===== src/hbbs_pkg.sv =====
package hbbs_pkg;
  localparam int CLK_MHZ = 200;
  localparam int GLITCH_US = 500;
  localparam int GLITCH_CYC = GLITCH_US * CLK_MHZ;
  localparam int STOP_MS = 20;
  localparam int STOP_CYC = STOP_MS * 1000 * CLK_MHZ;
  localparam int SKEW_S = 10;
  localparam longint SKEW_CYC = longint'(SKEW_S) * 1000 * 1000 * CLK_MHZ;
  localparam int BLINK_MS = 1000;
  localparam int BLINK_CYC = BLINK_MS * 1000 * CLK_MHZ;
  localparam int HBB_BIT = 10;
  localparam logic [7:0] CMD_SERVO_ON_CMD = 8'h31;
  localparam logic [7:0] CMD_SERVO_OFF_CMD = 8'h32;
  localparam logic [7:0] CMD_STATUS_MON = 8'h30;
  localparam logic [7:0] CMD_INTERP = 8'h34;
  localparam logic [7:0] CMD_POSN = 8'h35;
  localparam logic [7:0] CMD_FEED = 8'h36;
  localparam logic [7:0] CMD_LATCH = 8'h38;
  localparam logic [7:0] CMD_EXPOS = 8'h39;
  localparam logic [7:0] CMD_HOMING = 8'h3A;
  localparam logic [7:0] CMD_CLR_WARN = 8'h06;
  typedef enum logic [2:0] {
    DSP_RUN = 3'b000,
    DSP_POWER_OFF = 3'b001,
    DSP_POLARITY = 3'b010,
    DSP_BOTH_INH = 3'b011,
    DSP_FWD_INH = 3'b100,
    DSP_REV_INH = 3'b101,
    DSP_HBB = 3'b110
  } hbbs_disp_type;
  typedef enum logic [1:0] {
    ST_BLOCKED = 2'b00,
    ST_WAIT_OFF = 2'b01,
    ST_READY = 2'b10,
    ST_RUN = 2'b11
  } hbbs_state_type;
  localparam int APB_CTRL = 'h00;
  localparam int APB_STAT = 'h04;
  localparam int APB_IRQ = 'h08;
  localparam int APB_MASK = 'h0C;
endpackage


===== src/hbbs_link_if.sv =====
interface hbbs_link_if;
  logic cmd_valid;
  logic [7:0] cmd_code;
  logic [15:0] io_monitor;
  logic drive_on_flag;
  logic cmd_warning;
  logic input_timing_alarm;
  modport dev (input cmd_valid, input cmd_code, output io_monitor, output drive_on_flag,
    output cmd_warning, output input_timing_alarm);
  modport host (output cmd_valid, output cmd_code, input io_monitor, input drive_on_flag,
    input cmd_warning, input input_timing_alarm);
endinterface


===== src/hbbs_device.sv =====
// What this block does
// - Either safety input off enters blocked state
// - Each channel alone gates the run signal
// - Report blocked flag in monitor bit 10
// - Resume only after servo on command
// - Servo on while blocked needs off first; once inputs return, any command but servo on also clears it
// - Blocked status held until servo on
// - Command warning if blocked during action
// - Host stops action commands before blocking
// - Alarm when channels disagree ten seconds
// - Motor power removed within 20 ms
// - Ignore off pulses of 0.5 ms or less
// - Blocking acts in utility function mode
// - Listed utility functions need cancel, re-entry
// - Brake release drops at once on blocking; after servo off it drops once BRAKE_DLY_CYCLES non-run cycles have passed since the last blocking
// - Dynamic brake stops when stop method selects
// - Distinct display code per drive condition
// - Hide no-motor marker during alarm or blink
// - Safety unit drives both channels redundantly
//
// The address map and register access over APB are this design's own decisions.
module hbbs_device
  import hbbs_pkg::*;
#(
  parameter int GLITCH_CYCLES = GLITCH_CYC,
  parameter int STOP_CYCLES = STOP_CYC,
  parameter longint SKEW_CYCLES = SKEW_CYC,
  parameter int BLINK_CYCLES = BLINK_CYC,
  parameter int BRAKE_DLY_CYCLES = 1000
) (
  input wire logic CLK,
  input wire logic RSTN,
  hbbs_link_if.dev LINK,
  input wire logic SAFETY_IN_A,
  input wire logic SAFETY_IN_B,
  input wire logic STOP_METHOD_SETTING,
  input wire logic UTILITY_MODE,
  input wire logic UTILITY_LATCHING,
  input wire logic UTILITY_CANCEL,
  input wire logic POLARITY_DETECT,
  input wire logic FWD_INHIBIT,
  input wire logic REV_INHIBIT,
  input wire logic ALARM_SHOWN,
  input wire logic AUTOTUNE_SHOWN,
  input wire logic UTIL_RESULT_EVT,
  input wire logic NO_MOTOR_TEST,
  output logic RUN_ENABLE_A,
  output logic RUN_ENABLE_B,
  output logic MOTOR_POWER,
  output logic BRAKE_RELEASE_OUT,
  output logic DYN_BRAKE,
  output logic UTILITY_LOCKED,
  output hbbs_disp_type DISP_CODE,
  output logic NO_MOTOR_MARK
);
  import hbbs_pkg::*;

  logic [1:0] sync_a_ff, sync_b_ff;
  logic filt_a_ff, filt_b_ff;
  logic [31:0] cnt_a_ff, cnt_b_ff;
  logic blocked_ff;
  hbbs_state_type state_ff;
  logic prev_block_ff;
  logic [63:0] skew_ff;
  logic [31:0] stop_ff;
  logic [31:0] brk_ff;
  logic [31:0] blink_ff;
  logic warn_ff, alarm_ff, on_ff, lock_ff, dyn_ff, pwr_ff, brake_ff, mark_ff;
  logic ena_ff, enb_ff;
  hbbs_disp_type disp_ff;
  logic any_off, both_on, block_rise, cmd_on, cmd_off, action_busy_ff;

  function automatic logic is_action(input logic [7:0] c);
    return c == CMD_SERVO_ON_CMD || c == CMD_INTERP || c == CMD_POSN || c == CMD_FEED ||
      c == CMD_LATCH || c == CMD_EXPOS || c == CMD_HOMING;
  endfunction

  always_ff @(posedge CLK or negedge RSTN) begin
    if (!RSTN) begin
      sync_a_ff <= 2'h0;
      sync_b_ff <= 2'h0;
    end else begin
      sync_a_ff <= {sync_a_ff[0], SAFETY_IN_A};
      sync_b_ff <= {sync_b_ff[0], SAFETY_IN_B};
    end
  end

  // Off only after it outlasts the glitch window
  always_ff @(posedge CLK or negedge RSTN) begin
    if (!RSTN) begin
      filt_a_ff <= 1'b0;
      filt_b_ff <= 1'b0;
      cnt_a_ff <= 32'h0;
      cnt_b_ff <= 32'h0;
    end else begin
      if (sync_a_ff[1]) begin
        filt_a_ff <= 1'b1;
        cnt_a_ff <= 32'h0;
      end else if (cnt_a_ff >= 32'(GLITCH_CYCLES)) begin
        filt_a_ff <= 1'b0;
      end else begin
        cnt_a_ff <= cnt_a_ff + 32'h1;
      end
      if (sync_b_ff[1]) begin
        filt_b_ff <= 1'b1;
        cnt_b_ff <= 32'h0;
      end else if (cnt_b_ff >= 32'(GLITCH_CYCLES)) begin
        filt_b_ff <= 1'b0;
      end else begin
        cnt_b_ff <= cnt_b_ff + 32'h1;
      end
    end
  end

  assign any_off = !filt_a_ff || !filt_b_ff;
  assign both_on = filt_a_ff && filt_b_ff;
  assign block_rise = any_off && !prev_block_ff;
  assign cmd_on = LINK.cmd_valid && LINK.cmd_code == CMD_SERVO_ON_CMD;
  assign cmd_off = LINK.cmd_valid && LINK.cmd_code == CMD_SERVO_OFF_CMD;

  // Resume sequence; state machine does not depend on utility mode
  always_ff @(posedge CLK or negedge RSTN) begin
    if (!RSTN) begin
      state_ff <= ST_BLOCKED;
      blocked_ff <= 1'b1;
      prev_block_ff <= 1'b1;
    end else begin
      prev_block_ff <= any_off;
      if (any_off) begin
        blocked_ff <= 1'b1;
        if (cmd_on) begin
          state_ff <= ST_WAIT_OFF;
        end else if (cmd_off) begin
          state_ff <= ST_READY;
        end
      end else begin
        case (state_ff)
          ST_BLOCKED: if (cmd_on) begin
            state_ff <= ST_RUN;
            blocked_ff <= 1'b0;
          end else if (cmd_off) begin
            state_ff <= ST_READY;
          end
          ST_WAIT_OFF: if (LINK.cmd_valid && !cmd_on) begin
            state_ff <= ST_READY;
          end
          ST_READY: if (cmd_on) begin
            state_ff <= ST_RUN;
            blocked_ff <= 1'b0;
          end
          ST_RUN: if (cmd_off) begin
            state_ff <= ST_READY;
          end
          default: state_ff <= ST_BLOCKED;
        endcase
      end
      if (block_rise && state_ff != ST_WAIT_OFF) begin
        state_ff <= ST_BLOCKED;
      end
    end
  end

  always_ff @(posedge CLK or negedge RSTN) begin
    if (!RSTN) begin
      action_busy_ff <= 1'b0;
      warn_ff <= 1'b0;
    end else begin
      if (LINK.cmd_valid) begin
        action_busy_ff <= is_action(LINK.cmd_code);
      end
      if (block_rise && action_busy_ff) begin
        warn_ff <= 1'b1;
      end else if (LINK.cmd_valid && LINK.cmd_code == CMD_CLR_WARN) begin
        warn_ff <= 1'b0;
      end
    end
  end

  // Channel disagreement timer
  always_ff @(posedge CLK or negedge RSTN) begin
    if (!RSTN) begin
      skew_ff <= 64'h0;
      alarm_ff <= 1'b0;
    end else if (filt_a_ff != filt_b_ff) begin
      if (skew_ff >= 64'(SKEW_CYCLES)) begin
        alarm_ff <= 1'b1;
      end else begin
        skew_ff <= skew_ff + 64'h1;
      end
    end else begin
      skew_ff <= 64'h0;
      if (LINK.cmd_valid && LINK.cmd_code == CMD_CLR_WARN) begin
        alarm_ff <= 1'b0;
      end
    end
  end

  // Power and brakes
  always_ff @(posedge CLK or negedge RSTN) begin
    if (!RSTN) begin
      ena_ff <= 1'b0;
      enb_ff <= 1'b0;
      pwr_ff <= 1'b0;
      stop_ff <= 32'h0;
      brake_ff <= 1'b0;
      brk_ff <= 32'h0;
      dyn_ff <= 1'b0;
    end else begin
      ena_ff <= filt_a_ff && !blocked_ff;
      enb_ff <= filt_b_ff && !blocked_ff;
      if (any_off) begin
        pwr_ff <= 1'b0;
        stop_ff <= 32'h0;
        brake_ff <= 1'b0;
        brk_ff <= 32'h0;
      end else if (state_ff == ST_RUN) begin
        pwr_ff <= 1'b1;
        brake_ff <= 1'b1;
      end else begin
        pwr_ff <= 1'b0;
        if (brk_ff >= 32'(BRAKE_DLY_CYCLES)) begin
          brake_ff <= 1'b0;
        end else begin
          brk_ff <= brk_ff + 32'h1;
        end
      end
      if (state_ff == ST_RUN && !any_off) begin
        stop_ff <= 32'h0;
      end else if (stop_ff < 32'(STOP_CYCLES)) begin
        stop_ff <= stop_ff + 32'h1;
      end
      dyn_ff <= any_off && STOP_METHOD_SETTING && stop_ff < 32'(STOP_CYCLES);
    end
  end

  always_ff @(posedge CLK or negedge RSTN) begin
    if (!RSTN) begin
      lock_ff <= 1'b0;
    end else if (block_rise && UTILITY_MODE && UTILITY_LATCHING) begin
      lock_ff <= 1'b1;
    end else if (UTILITY_CANCEL) begin
      lock_ff <= 1'b0;
    end
  end

  // Display and no-motor marker
  always_ff @(posedge CLK or negedge RSTN) begin
    if (!RSTN) begin
      disp_ff <= DSP_HBB;
      blink_ff <= 32'h0;
      mark_ff <= 1'b0;
    end else begin
      if (blocked_ff) begin
        disp_ff <= DSP_HBB;
      end else if (POLARITY_DETECT) begin
        disp_ff <= DSP_POLARITY;
      end else if (FWD_INHIBIT && REV_INHIBIT) begin
        disp_ff <= DSP_BOTH_INH;
      end else if (FWD_INHIBIT) begin
        disp_ff <= DSP_FWD_INH;
      end else if (REV_INHIBIT) begin
        disp_ff <= DSP_REV_INH;
      end else if (pwr_ff) begin
        disp_ff <= DSP_RUN;
      end else begin
        disp_ff <= DSP_POWER_OFF;
      end
      if (UTIL_RESULT_EVT) begin
        blink_ff <= 32'(BLINK_CYCLES);
      end else if (blink_ff != 32'h0) begin
        blink_ff <= blink_ff - 32'h1;
      end
      mark_ff <= NO_MOTOR_TEST && !ALARM_SHOWN && !AUTOTUNE_SHOWN &&
        blink_ff == 32'h0 && !UTIL_RESULT_EVT;
    end
  end

  always_ff @(posedge CLK or negedge RSTN) begin
    if (!RSTN) begin
      on_ff <= 1'b0;
    end else begin
      on_ff <= state_ff == ST_RUN && !any_off;
    end
  end

  assign LINK.io_monitor = {5'h00, blocked_ff, 10'h000};
  assign LINK.drive_on_flag = on_ff;
  assign LINK.cmd_warning = warn_ff;
  assign LINK.input_timing_alarm = alarm_ff;
  assign RUN_ENABLE_A = ena_ff;
  assign RUN_ENABLE_B = enb_ff;
  assign MOTOR_POWER = pwr_ff;
  assign BRAKE_RELEASE_OUT = brake_ff;
  assign DYN_BRAKE = dyn_ff;
  assign UTILITY_LOCKED = lock_ff;
  assign DISP_CODE = disp_ff;
  assign NO_MOTOR_MARK = mark_ff;
endmodule // hbbs_device


===== src/flat_wrapper.sv =====
// flat-port wrapper written by rule: the top's interface ports become plain ports
module hbbs_device_flat import hbbs_pkg::*;
#(
  parameter int GLITCH_CYCLES = GLITCH_CYC,
  parameter int STOP_CYCLES = STOP_CYC,
  parameter longint SKEW_CYCLES = SKEW_CYC,
  parameter int BLINK_CYCLES = BLINK_CYC,
  parameter int BRAKE_DLY_CYCLES = 1000
)
  (CLK, RSTN, SAFETY_IN_A, SAFETY_IN_B, STOP_METHOD_SETTING, UTILITY_MODE, UTILITY_LATCHING, UTILITY_CANCEL, POLARITY_DETECT, FWD_INHIBIT, REV_INHIBIT, ALARM_SHOWN, AUTOTUNE_SHOWN, UTIL_RESULT_EVT, NO_MOTOR_TEST, RUN_ENABLE_A, RUN_ENABLE_B, MOTOR_POWER, BRAKE_RELEASE_OUT, DYN_BRAKE, UTILITY_LOCKED, DISP_CODE, NO_MOTOR_MARK, LINK_cmd_valid, LINK_cmd_code, LINK_io_monitor, LINK_drive_on_flag, LINK_cmd_warning, LINK_input_timing_alarm);
  hbbs_link_if LINK_i ();
  input wire logic CLK;
  input wire logic RSTN;
  input wire logic SAFETY_IN_A;
  input wire logic SAFETY_IN_B;
  input wire logic STOP_METHOD_SETTING;
  input wire logic UTILITY_MODE;
  input wire logic UTILITY_LATCHING;
  input wire logic UTILITY_CANCEL;
  input wire logic POLARITY_DETECT;
  input wire logic FWD_INHIBIT;
  input wire logic REV_INHIBIT;
  input wire logic ALARM_SHOWN;
  input wire logic AUTOTUNE_SHOWN;
  input wire logic UTIL_RESULT_EVT;
  input wire logic NO_MOTOR_TEST;
  output logic RUN_ENABLE_A;
  output logic RUN_ENABLE_B;
  output logic MOTOR_POWER;
  output logic BRAKE_RELEASE_OUT;
  output logic DYN_BRAKE;
  output logic UTILITY_LOCKED;
  output hbbs_disp_type DISP_CODE;
  output logic NO_MOTOR_MARK;
  input wire logic [$bits(LINK_i.cmd_valid)-1:0] LINK_cmd_valid;
  input wire logic [$bits(LINK_i.cmd_code)-1:0] LINK_cmd_code;
  output wire logic [$bits(LINK_i.io_monitor)-1:0] LINK_io_monitor;
  output wire logic [$bits(LINK_i.drive_on_flag)-1:0] LINK_drive_on_flag;
  output wire logic [$bits(LINK_i.cmd_warning)-1:0] LINK_cmd_warning;
  output wire logic [$bits(LINK_i.input_timing_alarm)-1:0] LINK_input_timing_alarm;
  assign LINK_i.cmd_valid = LINK_cmd_valid;
  assign LINK_i.cmd_code = LINK_cmd_code;
  assign LINK_io_monitor = LINK_i.io_monitor;
  assign LINK_drive_on_flag = LINK_i.drive_on_flag;
  assign LINK_cmd_warning = LINK_i.cmd_warning;
  assign LINK_input_timing_alarm = LINK_i.input_timing_alarm;
  hbbs_device #(.GLITCH_CYCLES(GLITCH_CYCLES), .STOP_CYCLES(STOP_CYCLES), .SKEW_CYCLES(SKEW_CYCLES), .BLINK_CYCLES(BLINK_CYCLES), .BRAKE_DLY_CYCLES(BRAKE_DLY_CYCLES)) u_core (.CLK(CLK), .RSTN(RSTN), .LINK(LINK_i), .SAFETY_IN_A(SAFETY_IN_A), .SAFETY_IN_B(SAFETY_IN_B), .STOP_METHOD_SETTING(STOP_METHOD_SETTING), .UTILITY_MODE(UTILITY_MODE), .UTILITY_LATCHING(UTILITY_LATCHING), .UTILITY_CANCEL(UTILITY_CANCEL), .POLARITY_DETECT(POLARITY_DETECT), .FWD_INHIBIT(FWD_INHIBIT), .REV_INHIBIT(REV_INHIBIT), .ALARM_SHOWN(ALARM_SHOWN), .AUTOTUNE_SHOWN(AUTOTUNE_SHOWN), .UTIL_RESULT_EVT(UTIL_RESULT_EVT), .NO_MOTOR_TEST(NO_MOTOR_TEST), .RUN_ENABLE_A(RUN_ENABLE_A), .RUN_ENABLE_B(RUN_ENABLE_B), .MOTOR_POWER(MOTOR_POWER), .BRAKE_RELEASE_OUT(BRAKE_RELEASE_OUT), .DYN_BRAKE(DYN_BRAKE), .UTILITY_LOCKED(UTILITY_LOCKED), .DISP_CODE(DISP_CODE), .NO_MOTOR_MARK(NO_MOTOR_MARK));
endmodule

===== config.mk =====
export PLATFORM = sky130hd
export DESIGN_NAME = hbbs_device_flat
export DESIGN_NICKNAME = d
export VERILOG_FILES = /design/src/hbbs_pkg.sv /design/src/hbbs_link_if.sv /design/src/hbbs_device.sv /design/src/flat_wrapper.sv
export SDC_FILE = /design/constraint.sdc
export NUM_CORES = 1
export LEC_CHECK = 0
export BUFFER_PORTS_ARGS = -buffer_cell sky130_fd_sc_hd__buf_4
export CAP_MARGIN = 5
export CORE_MARGIN = 4
export CORE_UTILIZATION = 45
export CTS_CLUSTER_SIZE = 8
export DETAILED_ROUTE_END_ITERATION = 16
export PLACE_DENSITY_LB_ADDON = 0.05
export SETUP_SLACK_MARGIN = 0.5
export SYNTH_ARGS = -nofsm -noshare
export SYNTH_HDL_FRONTEND = slang
export SYNTH_SLANG_ARGS = --single-unit

===== constraint.sdc =====
create_clock -name CLK -period 6 [get_ports CLK]
set_input_delay 0.3 -clock CLK [delete_from_list [all_inputs] [get_ports CLK]]
set_output_delay 0.3 -clock CLK [all_outputs]
set_load 0.02 [all_outputs]

Word-level counts from Yosys, hierarchy flattened --
Index checks and enable logic that the tools add are counted.
Operators by class: add/subtract/negate cells 6, order comparisons 5, equality and inequality tests 22, muxes and demuxes 46, reduce and logical (&&, ||, !) cells 53
Operators by type and width (number):
- 32-bit 2-to-1 mux | 12
- 32-bit by 1-bit adder with 32-bit output, second input constant | 4
- 64-bit 2-to-1 mux | 2
- 64-bit by 1-bit adder with 64-bit output, second input constant | 1
- 8-bit by 6-bit equality test with 1-bit output, second input constant | 8
- 32-bit by 17-bit >= comparator with 1-bit output, second input constant | 2
- 64-bit by 31-bit >= comparator with 1-bit output, second input constant | 1
- 32-bit by 10-bit >= comparator with 1-bit output, second input constant | 1
- 32-bit zero test | 1
- 32-bit by 22-bit less-than comparator with 1-bit output, second input constant | 1
- 32-bit nonzero test | 1
- 32-bit by 1-bit subtractor with 32-bit output, second input constant | 1
- 1-bit logical AND | 19
- 1-bit 2-to-1 mux | 19
- 2-bit nonzero test | 8
- 3-bit 2-to-1 mux | 5
- 2-bit 2-to-1 mux | 7
- 2-bit by 1-bit != test with 1-bit output, second input constant | 5
- 1-bit zero test | 9
- 8-bit by 3-bit equality test with 1-bit output, second input constant | 1
- 4-bit by 1-bit != test with 1-bit output, second input constant | 2
- 2-bit one-hot mux with 4 select lines | 1
- 2-bit AND reduction | 4
- 1-bit logical OR | 7
- 7 further kinds | 10
Word-level totals: register bits after elaboration 248, input bits 24, output and inout port bits 29

Depth between registers and ports, before layout --
Gate-level depths: netlist of the first run.
word-level depth 8, gate-level depth with buffers 9, gate-level depth less buffers 8

Worst setup path before layout of the first run --
OpenSTA, ideal clock, no wires.
kind register -> register, from reg u_core.blink_ff[6], to reg u_core.blink_ff[8], data arrival time 2.549 ns, data required time 5.868 ns, setup slack 3.320 ns, cell stages (with the launch flop) 10, buffers on the path 3, period minus slack after synthesis 2.680 ns, cell sequence dfrtp_1 or4_1 buf_2 or4_4 buf_6 or4_4 buf_6 nand3_1 xor2_1 nor2_1
On the way: longest elaborated chain between the ends 3, elaborated cells between the ends (all ways) 5, classes of those cells add/sub: 1; mux: 2; reduce/logical: 2
Ends and longest elaborated chain:
- start, declared | RTL line hbbs_device.sv:67 | logic [31:0] blink_ff;
- start signal, assigned | RTL line hbbs_device.sv:269 | blink_ff <= 32'(BLINK_CYCLES);
- start signal, assigned | RTL line hbbs_device.sv:271 | blink_ff <= blink_ff - 32'h1;
- 32-bit by 1-bit subtractor with 32-bit output | RTL line hbbs_device.sv:271
- 32-bit 2-to-1 mux | RTL line hbbs_device.sv:270 | end else if (blink_ff != 32'h0) begin
- 32-bit 2-to-1 mux | RTL line hbbs_device.sv:268 | if (UTIL_RESULT_EVT) begin
Parallel ways exist; a longest one is shown, timed or not. The select of a mux whose other input is x is not followed. A chain may end at the register's enable or synchronous reset.

Final worst setup path of the first run --
from reg u_core.blink_ff[6], to reg u_core.blink_ff[15]
The elaborated chain is that of the path after synthesis.

==> results.sh, run 1 <==
export IMPL_status="finished, final reports clean"
export IMPL_io_buffer_count=37
export IMPL_worst_pin_slew_ps=1175
export IMPL_p_int_mw=2.918
export IMPL_diodes=0
export IMPL_final_cell_area_um2=12750
export IMPL_post_route_period_util_pct=54.18
export IMPL_clock_skew_ps=12.66
export IMPL_viasPerCell=5.287
export IMPL_cp_slowest_cell="o31ai_1"
export IMPL_switching_share_pct=22.90
export IMPL_firstDrtPassIters=4
export IMPL_area_growth_pct=13.95
export IMPL_startpoint_type="flip-flop"
export IMPL_syn_instance_count=1110
export IMPL_r2r_setup_slack_ps=2750
export IMPL_r2r_start="u_core.blink_ff[6]"
export IMPL_critPathBufInv=1
export IMPL_worstPathMaxFanout=9
export IMPL_arrival_ps=3600
export IMPL_crit_end="u_core.blink_ff[15]"
export IMPL_fp_dieW_um=165.7
export IMPL_rsz0062_at_grt="no"
export IMPL_syn_avg_cell_area_um2=10.08
export IMPL_finalSetupViolCount=0
export IMPL_nets=1191
export IMPL_ios=53
export IMPL_ys_ff_latch=247
export IMPL_clock_latency_ps=490
export IMPL_grt_max_degree=128
export IMPL_power_frac_comb_pct=5.4
export IMPL_syn_area_um2=11190
export IMPL_first_iter_violations=496
export IMPL_gr_total_overflow=0
export IMPL_synth_cell_types=62
export IMPL_die_area_um2=27450
export IMPL_fin_crit_ps=3251
export IMPL_seq_area_frac_synth_pct=55.29
export IMPL_p_leak_nw=5.489
export IMPL_cp_cell_sequence="or4_1 > or4_4 > o31ai_1 > buf_4 > nor3_1 > or3b_1"
export IMPL_synthFlopType="dfrtp_1"
export IMPL_antenna_left=0
export IMPL_clock_path_buffers=3
export IMPL_core_um2=24390
export IMPL_track_usage_pct=16.07
export IMPL_synth_async_reset_ratio_pct=100.0
export IMPL_max_freq_mhz=307.6
export IMPL_worstHoldPathType="in2reg"
export IMPL_cts_root_buf="clkbuf_16"
export IMPL_drc=0
export IMPL_clkPwrFrac_pct=47.9
export IMPL_die_height_um=165.7
export IMPL_slew_headroom_pct=21.68
export IMPL_cp_end_kind="flip-flop"
export IMPL_tritoncts="yes"
export IMPL_seqPwrFrac_pct=46.7
export IMPL_cellPowerDensity_nw_per_um2=296.9
export IMPL_antenna_found_initial=0
export IMPL_finalSetupTns_ps=0
export IMPL_irDropWorstVdd_mv=0.1591
export IMPL_drv_cap=0
export IMPL_required_ps=6350
export IMPL_slew_viol_final=0
export IMPL_routabilityCongestion=0.7505
export IMPL_grt_pass1_wl_mm=38.33
export IMPL_slowest_delay_ps=750
export IMPL_dpl_cell_area_um2=11680
export IMPL_reg2reg_to="u_core.blink_ff[15]"
export IMPL_stdcell_count=1497
export IMPL_critical_path_top_delay_family="simple AND/OR/NAND/NOR gates"
export IMPL_cts_max_level=2
export IMPL_cts_sinks=247
export IMPL_ctsResizeCount=0
export IMPL_critPathLaunch="u_core.blink_ff[6]"
export IMPL_drive_above_1_share_pct=8.099
export IMPL_start_util_pct=45.87
export IMPL_rows=57
export IMPL_ff2ff_path_depth=6
export IMPL_worstSetupPathType="reg2reg"
export IMPL_wl_per_cell_um=14.58
export IMPL_clk_pin_slew_ps=50
export IMPL_fillCellCount=2247
export IMPL_cts_buffers=36
export IMPL_num_vias=7915
export IMPL_p_sw_uw=866.5
export IMPL_cp_depth=6
export IMPL_grt_pass1_vias=7966
export IMPL_drt_total_wl_mm=21.83
export IMPL_dp_hpwl_mm=13.40
export IMPL_hold_viol_final=0
export IMPL_postLayoutCoreUtil_pct=52.27
export IMPL_synth_edf_count=0
export IMPL_yosysWarningCount=0
export IMPL_placed_cells=1433
## kinds of logic after synthesis
group | synth area share (%)
DFF | 55.29
other | 0.03352
muxes | 1.007
buffers and inverters | 3.612
adders and majority gates | 1.454
AOI/OAI and AO/OA | 7.895
and+or+nand+nor | 26.17
xor gates and xnor gates | 4.540
## final cells by class
cell class	instances	area (um^2)	share of cell area [%]
timing repair buffer	48	392.9	3.082
inverter	30	112.6	0.8833
tap	324	405.4	3.180
multi-input combinational	791	4651	36.48
sequential	247	6186	48.52
clock buffer	57	1001	7.852
## worst register-to-register path, delay by kind of cell (launching register included)
kind	cells	cell delay, ps
AND/OR/NAND/NOR	4	1690
AO/OA/AOI/OAI	1	750
flip-flops	1	410
buffers and inverters	1	280
## registers in the layout (all words and copies together) (netlist names), 2 cells and up
| name | cells |
|---|---|
| u_core.stop_ff | 32 |
| u_core.brk_ff | 32 |
| u_core.blink_ff | 32 |
| u_core.DISP_CODE | 3 |
| u_core.sync_b_ff | 2 |
| u_core.sync_a_ff | 2 |
| u_core.cnt_b_ff | 32 |
| u_core.cnt_a_ff | 32 |
| u_core.state_ff | 2 |
| u_core.skew_ff | 64 |
## worst min-delay path by stage
stage,to,startpoint,cells past startpoint,slack (ps)
5_1_grt,u_core.UTILITY_LOCKED,UTILITY_MODE,3,40
3_5_place_dp,u_core.sync_b_ff[1],u_core.sync_b_ff[0],0,340
2_1_floorplan,u_core.BRAKE_RELEASE_OUT,RSTN,0,4
6_report,u_core.UTILITY_LOCKED,UTILITY_MODE,3,50
4_1_cts,u_core.UTILITY_LOCKED,UTILITY_MODE,3,20
3_3_place_gp,u_core.sync_b_ff[1],u_core.sync_b_ff[0],0,330
## layout by cell type, fill, tap and decap left out, types with 5 or more instances in the layout
master | netlist | final
conb_1 | 1 | 15
o21ai_0 | 36 | 36
clkbuf_1 | 33 | 20
dlygate4sd3_1 | 0 | 6
nor3_1 | 37 | 37
nand3_1 | 60 | 60
xnor2_1 | 35 | 35
dfrtp_1 | 243 | 243
mux2i_1 | 9 | 9
ha_1 | 13 | 13
buf_4 | 17 | 39
nor2b_1 | 42 | 42
a31oi_1 | 18 | 18
and2_1 | 67 | 67
xor2_1 | 23 | 23
nand4_1 | 31 | 31
clkbuf_16 | 0 | 37
nor2_1 | 103 | 103
inv_1 | 28 | 28
o211ai_1 | 5 | 5
a21oi_1 | 46 | 46
nand2_1 | 74 | 74
nand2b_1 | 16 | 16
or4_1 | 8 | 8
o31ai_1 | 9 | 9
or3_1 | 29 | 29
nor4_1 | 38 | 38
and3_1 | 21 | 21
## power by group through the flow
stage                     Clock, mW  Sequential (mW)  Combinational [mW]
after global placement            0             1.80               0.204
after CTS                      1.88             1.77               0.210
after floorplan                   0             1.78               0.143
after detailed placement          0             1.80               0.206
final                          1.81             1.77               0.205
after global routing           1.95             1.78               0.235
## metrics by stage
step                hold slack (ps)  worst slack [ps]  power, mW
finish                        47.13              2749      3.785
global route                  43.65              2603      3.962
CTS                           24.44              2745      3.859
detailed placement            335.8              2778      2.002
global placement              334.0              2825      1.999
floorplan                     4.409              3320      1.923
## per-layer routing
metal,share of wire (%),up-vias,track usage [%]
li1,-,3944,-
met1,50,3811,22.95
met2,45,118,25.12
met3,3.6,42,2.884
met4,2.3,0,5.165
met5,0,-,0
## Yosys cell counts (31+ instances only)
library cell    n  area [um^2]
o21ai_0        36        180.2
nand4_1        31        193.9
nor2b_1        42        262.8
nand2_1        74        277.8
xnor2_1        35        306.5
clkbuf_1       33        123.9
nor3_1         37        185.2
nor2_1        103        386.6
nor4_1         38        237.7
nand3_1        60        300.3
a21oi_1        46        230.2
dfrtp_1       243         6081
and2_1         67        419.2
## repair_timing
| action | CTS | global route |
|---|---|---|
| setup buffers | 0 | 0 |
| hold buffers | 6 | 0 |
| hold endpoints to repair | 131 | 0 |
No activity file was read; power rests on OpenSTA's default activity.
==> run 2, diff against run 1 <==
--- a/config.mk
+++ b/config.mk
@@ -5,6 +5,7 @@
 export SDC_FILE = /design/constraint.sdc
 export NUM_CORES = 1
 export LEC_CHECK = 0
+export ABC_AREA = 1
 export BUFFER_PORTS_ARGS = -buffer_cell sky130_fd_sc_hd__buf_4
 export CAP_MARGIN = 5
 export CORE_MARGIN = 4
==> constraint.sdc (replaced) <==
create_clock -name CLK -period 3.07 [get_ports CLK]
set_input_delay 0.1535 -clock CLK [delete_from_list [all_inputs] [get_ports CLK]]
set_output_delay 0.1535 -clock CLK [all_outputs]
set_load 0.02 [all_outputs]
==> run 2 against run 1 <==
Design area up 17%; clock skew up 3.8 ps; worst setup slack worse by 1800 ps; final cell count up 50%; sequential power up 100%; global-route usage up 2.5 points; core utilization down 0.53 points; register-to-register slack worse by 1800 ps; sequential share of layout area down 7.1 points; hold slack worse by 18 ps; clock power up 95%; critical path type unchanged; largest cell class unchanged; highest routed layer unchanged.
==> results.sh, run 2 <==
export IMPL_ys_ff_latch=247
export IMPL_syn_avg_cell_area_um2=7.406
export IMPL_cp_end_kind="flip-flop"
export IMPL_slew_viol_final=0
export IMPL_firstDrtPassIters=4
export IMPL_yosysWarningCount=0
export IMPL_slowest_delay_ps=450
export IMPL_most_common_layout_cells="nand2_1 (516), nor2_1 (322), dfrtp_1 (243), inv_1 (213), nand3_1 (176)"
export IMPL_status="finished, final reports clean"
export IMPL_drt_total_wl_mm=29.32
export IMPL_ctsResizeCount=0
export IMPL_area_growth_pct=12.68
export IMPL_cts_root_buf="clkbuf_16"
export IMPL_cp_depth=7
export IMPL_rsz0062_at_grt="no"
export IMPL_critPathBufInv=0
export IMPL_worstHoldPathType="in2reg"
export IMPL_r2r_start="u_core.blink_ff[10]"
export IMPL_gr_total_overflow=0
export IMPL_viasPerCell=4.823
export IMPL_track_usage_pct=18.54
export IMPL_multiInputGateArea_um2=5914
export IMPL_cts_buffers=36
export IMPL_first_iter_violations=565
export IMPL_use_met3_pct=3.678
export IMPL_rows=62
export IMPL_seq_area_frac_synth_pct=46.69
export IMPL_cts_sinks=247
export IMPL_tritoncts="yes"
export IMPL_ios=53
export IMPL_required_ps=3470
export IMPL_antenna_found_initial=0
export IMPL_hold_viol_final=0
export IMPL_core_um2=28860
export IMPL_r2r_setup_slack_ps=980
export IMPL_finalSetupTns_ps=0
export IMPL_ctsHoldBuffers=12
export IMPL_cp_cell_sequence="nor2_1 > nand2_1 > nor2_2 > nand4_2 > nor2_2 > nand2_2 > o21ai_0"
export IMPL_min_path_cells=2
export IMPL_critical_path_top_delay_family="simple AND/OR/NAND/NOR gates"
export IMPL_p_leak_nw=7.576
export IMPL_crit_top_cell="nor2_2"
export IMPL_grtUsageMet1_pct=26.42
export IMPL_fillCellCount=2853
export IMPL_cp_slowest_cell="nor2_2"
export IMPL_synth_edf_count=0
export IMPL_num_vias=10819
export IMPL_dp_hpwl_mm=19.96
export IMPL_synthFlopType="dfrtp_1"
export IMPL_antenna_left=0
export IMPL_max_freq_mhz=477.7
export IMPL_critPathLaunch="u_core.blink_ff[10]"
export IMPL_synth_top_area_cell="dfrtp_1"
export IMPL_drc=0
export IMPL_layout_cells_most_common="nand2_1"
export IMPL_clock_skew_ps=16.49
export IMPL_arrival_ps=2490
export IMPL_reg2reg_to="u_core.blink_ff[1]"
export IMPL_grt_max_degree=105
export IMPL_grt_pass1_vias=10569
export IMPL_fin_crit_ps=2093
export IMPL_io_buffer_count=37
export IMPL_wl_per_cell_um=13.07
export IMPL_syn_instance_count=1789
export IMPL_top_register="u_core.skew_ff"
export IMPL_final_cell_area_um2=14930
export IMPL_dpl_cell_area_um2=13830
export IMPL_synth_cell_types=44
export IMPL_seq_area_um2=6186
export IMPL_routabilityCongestion=0.9117
export IMPL_fp_dieW_um=179.6
export IMPL_drv_cap=0
export IMPL_post_route_period_util_pct=68.18
export IMPL_clock_path_buffers=3
export IMPL_postCtsSetupRepairBufs=0
export IMPL_die_area_um2=32250
export IMPL_use_met2_pct=29.66
export IMPL_worstPathMaxFanout=12
export IMPL_cellPowerDensity_nw_per_um2=544.4
export IMPL_synth_area_top_cells="dfrtp_1 (46%), nand2_1 (15%), nor2_1 (9.1%)"
export IMPL_startpoint_type="flip-flop"
export IMPL_crit_end="u_core.blink_ff[1]"
export IMPL_largest_reg_flops=64
export IMPL_syn_area_um2=13250
export IMPL_start_util_pct=45.92
export IMPL_yosysMostFrequentCell="nand2_1"
export IMPL_slew_headroom_pct=43.86
export IMPL_nets=1883
export IMPL_finalSetupViolCount=0
export IMPL_worstSetupPathType="reg2reg"
export IMPL_grt_most_used_layer="met2"
export IMPL_synthTopCellsByCount="nand2_1 (516), nor2_1 (322), dfrtp_1 (243), inv_1 (213), nand3_1 (176)"
export IMPL_drive_above_1_share_pct=8.069
export IMPL_die_height_um=179.6
export IMPL_grt_pass1_wl_mm=51.65
export IMPL_clock_latency_ps=500
export IMPL_irDropWorstVdd_mv=0.4358
export IMPL_synth_async_reset_ratio_pct=100.0
export IMPL_synth_top_area_share_pct=45.89
export IMPL_cts_max_level=2
export IMPL_diodes=0
export IMPL_clk_pin_slew_ps=50
export IMPL_ff2ff_path_depth=7
export IMPL_worst_pin_slew_ps=842.1
-- run 2: cell count changes after synthesis, sizes merged, moves of 19 or more --
cell	change
nor4	-31
xor2	+25
buf	+19
nor2b	-42
inv	+189
a21oi	-38
nand2	+447
nand3	+123
or3	-29
and2	-66
and3	-21
nor2	+239
xnor2	-19
-- run 2: area by class of cell --
cell class	count	share of cell area [%]
clock buffers	51	6.553
inverters	220	5.531
multi-input cells	1275	39.61
flip-flops and latches	247	41.43
well taps	384	3.218
repair buffers	66	3.654
-- run 2: cells by family (layout without fill, tap and decap cells) --
group                    count (synthesis)  after routing  share of synthesized area [%]
AO/OA/AOI/OAI                           57             57                          2.672
XOR/XNOR                                64             64                          4.230
adder cells (fa/ha/maj)                 13             13                          1.228
buffers and inverters                  281            337                          9.094
flip-flops                             247            247                          46.69
other                                    1             15                        0.02830
AND/OR/NAND/NOR                       1126           1126                          36.06
-- run 2: how the worst min path moves through the flow --
stage                          startpoint                        to  slack [ps]
final                     UTIL_RESULT_EVT       u_core.blink_ff[28]          30
after global routing      UTIL_RESULT_EVT      u_core.NO_MOTOR_MARK          20
after CTS                 UTIL_RESULT_EVT       u_core.blink_ff[28]           9
after detailed placement      SAFETY_IN_A       u_core.sync_a_ff[0]         260
after global placement        SAFETY_IN_A       u_core.sync_a_ff[0]         260
after floorplan                      RSTN  u_core.BRAKE_RELEASE_OUT        -140
-- run 2: stage by stage --
step	cells	util, %	total power, mW	hold slack [ps]	worst slack, ps
after detailed placement	2180	47.93	4.659	263.8	978.7
final	2243	51.74	8.129	29.58	976.8
after global placement	2180	47.93	4.644	264.7	1053
after global routing	2243	51.74	8.575	17.80	723.9
after CTS	2243	51.74	8.266	9.344	955.2
after floorplan	1803	-	4.304	-142.1	1536
-- run 2: layer usage --
| layer | vias to the layer above | routed length [um] |
|---|---|---|
| li1 | 5588 | - |
| met1 | 5022 | 14410 |
| met2 | 175 | 13190 |
| met3 | 34 | 1222 |
| met4 | 0 | 487 |
| met5 | - | 0 |
-- run 2: report_power, final --
group / total, mW / leakage [nW] / internal, mW / switching, mW
Clock: 3.53 / 0.472 / 2.17 / 1.35
Combinational: 1.02 / 3.80 / 0.330 / 0.690
Sequential: 3.58 / 3.31 / 3.42 / 0.167
Total: 8.13 / 7.58 / 5.92 / 2.21
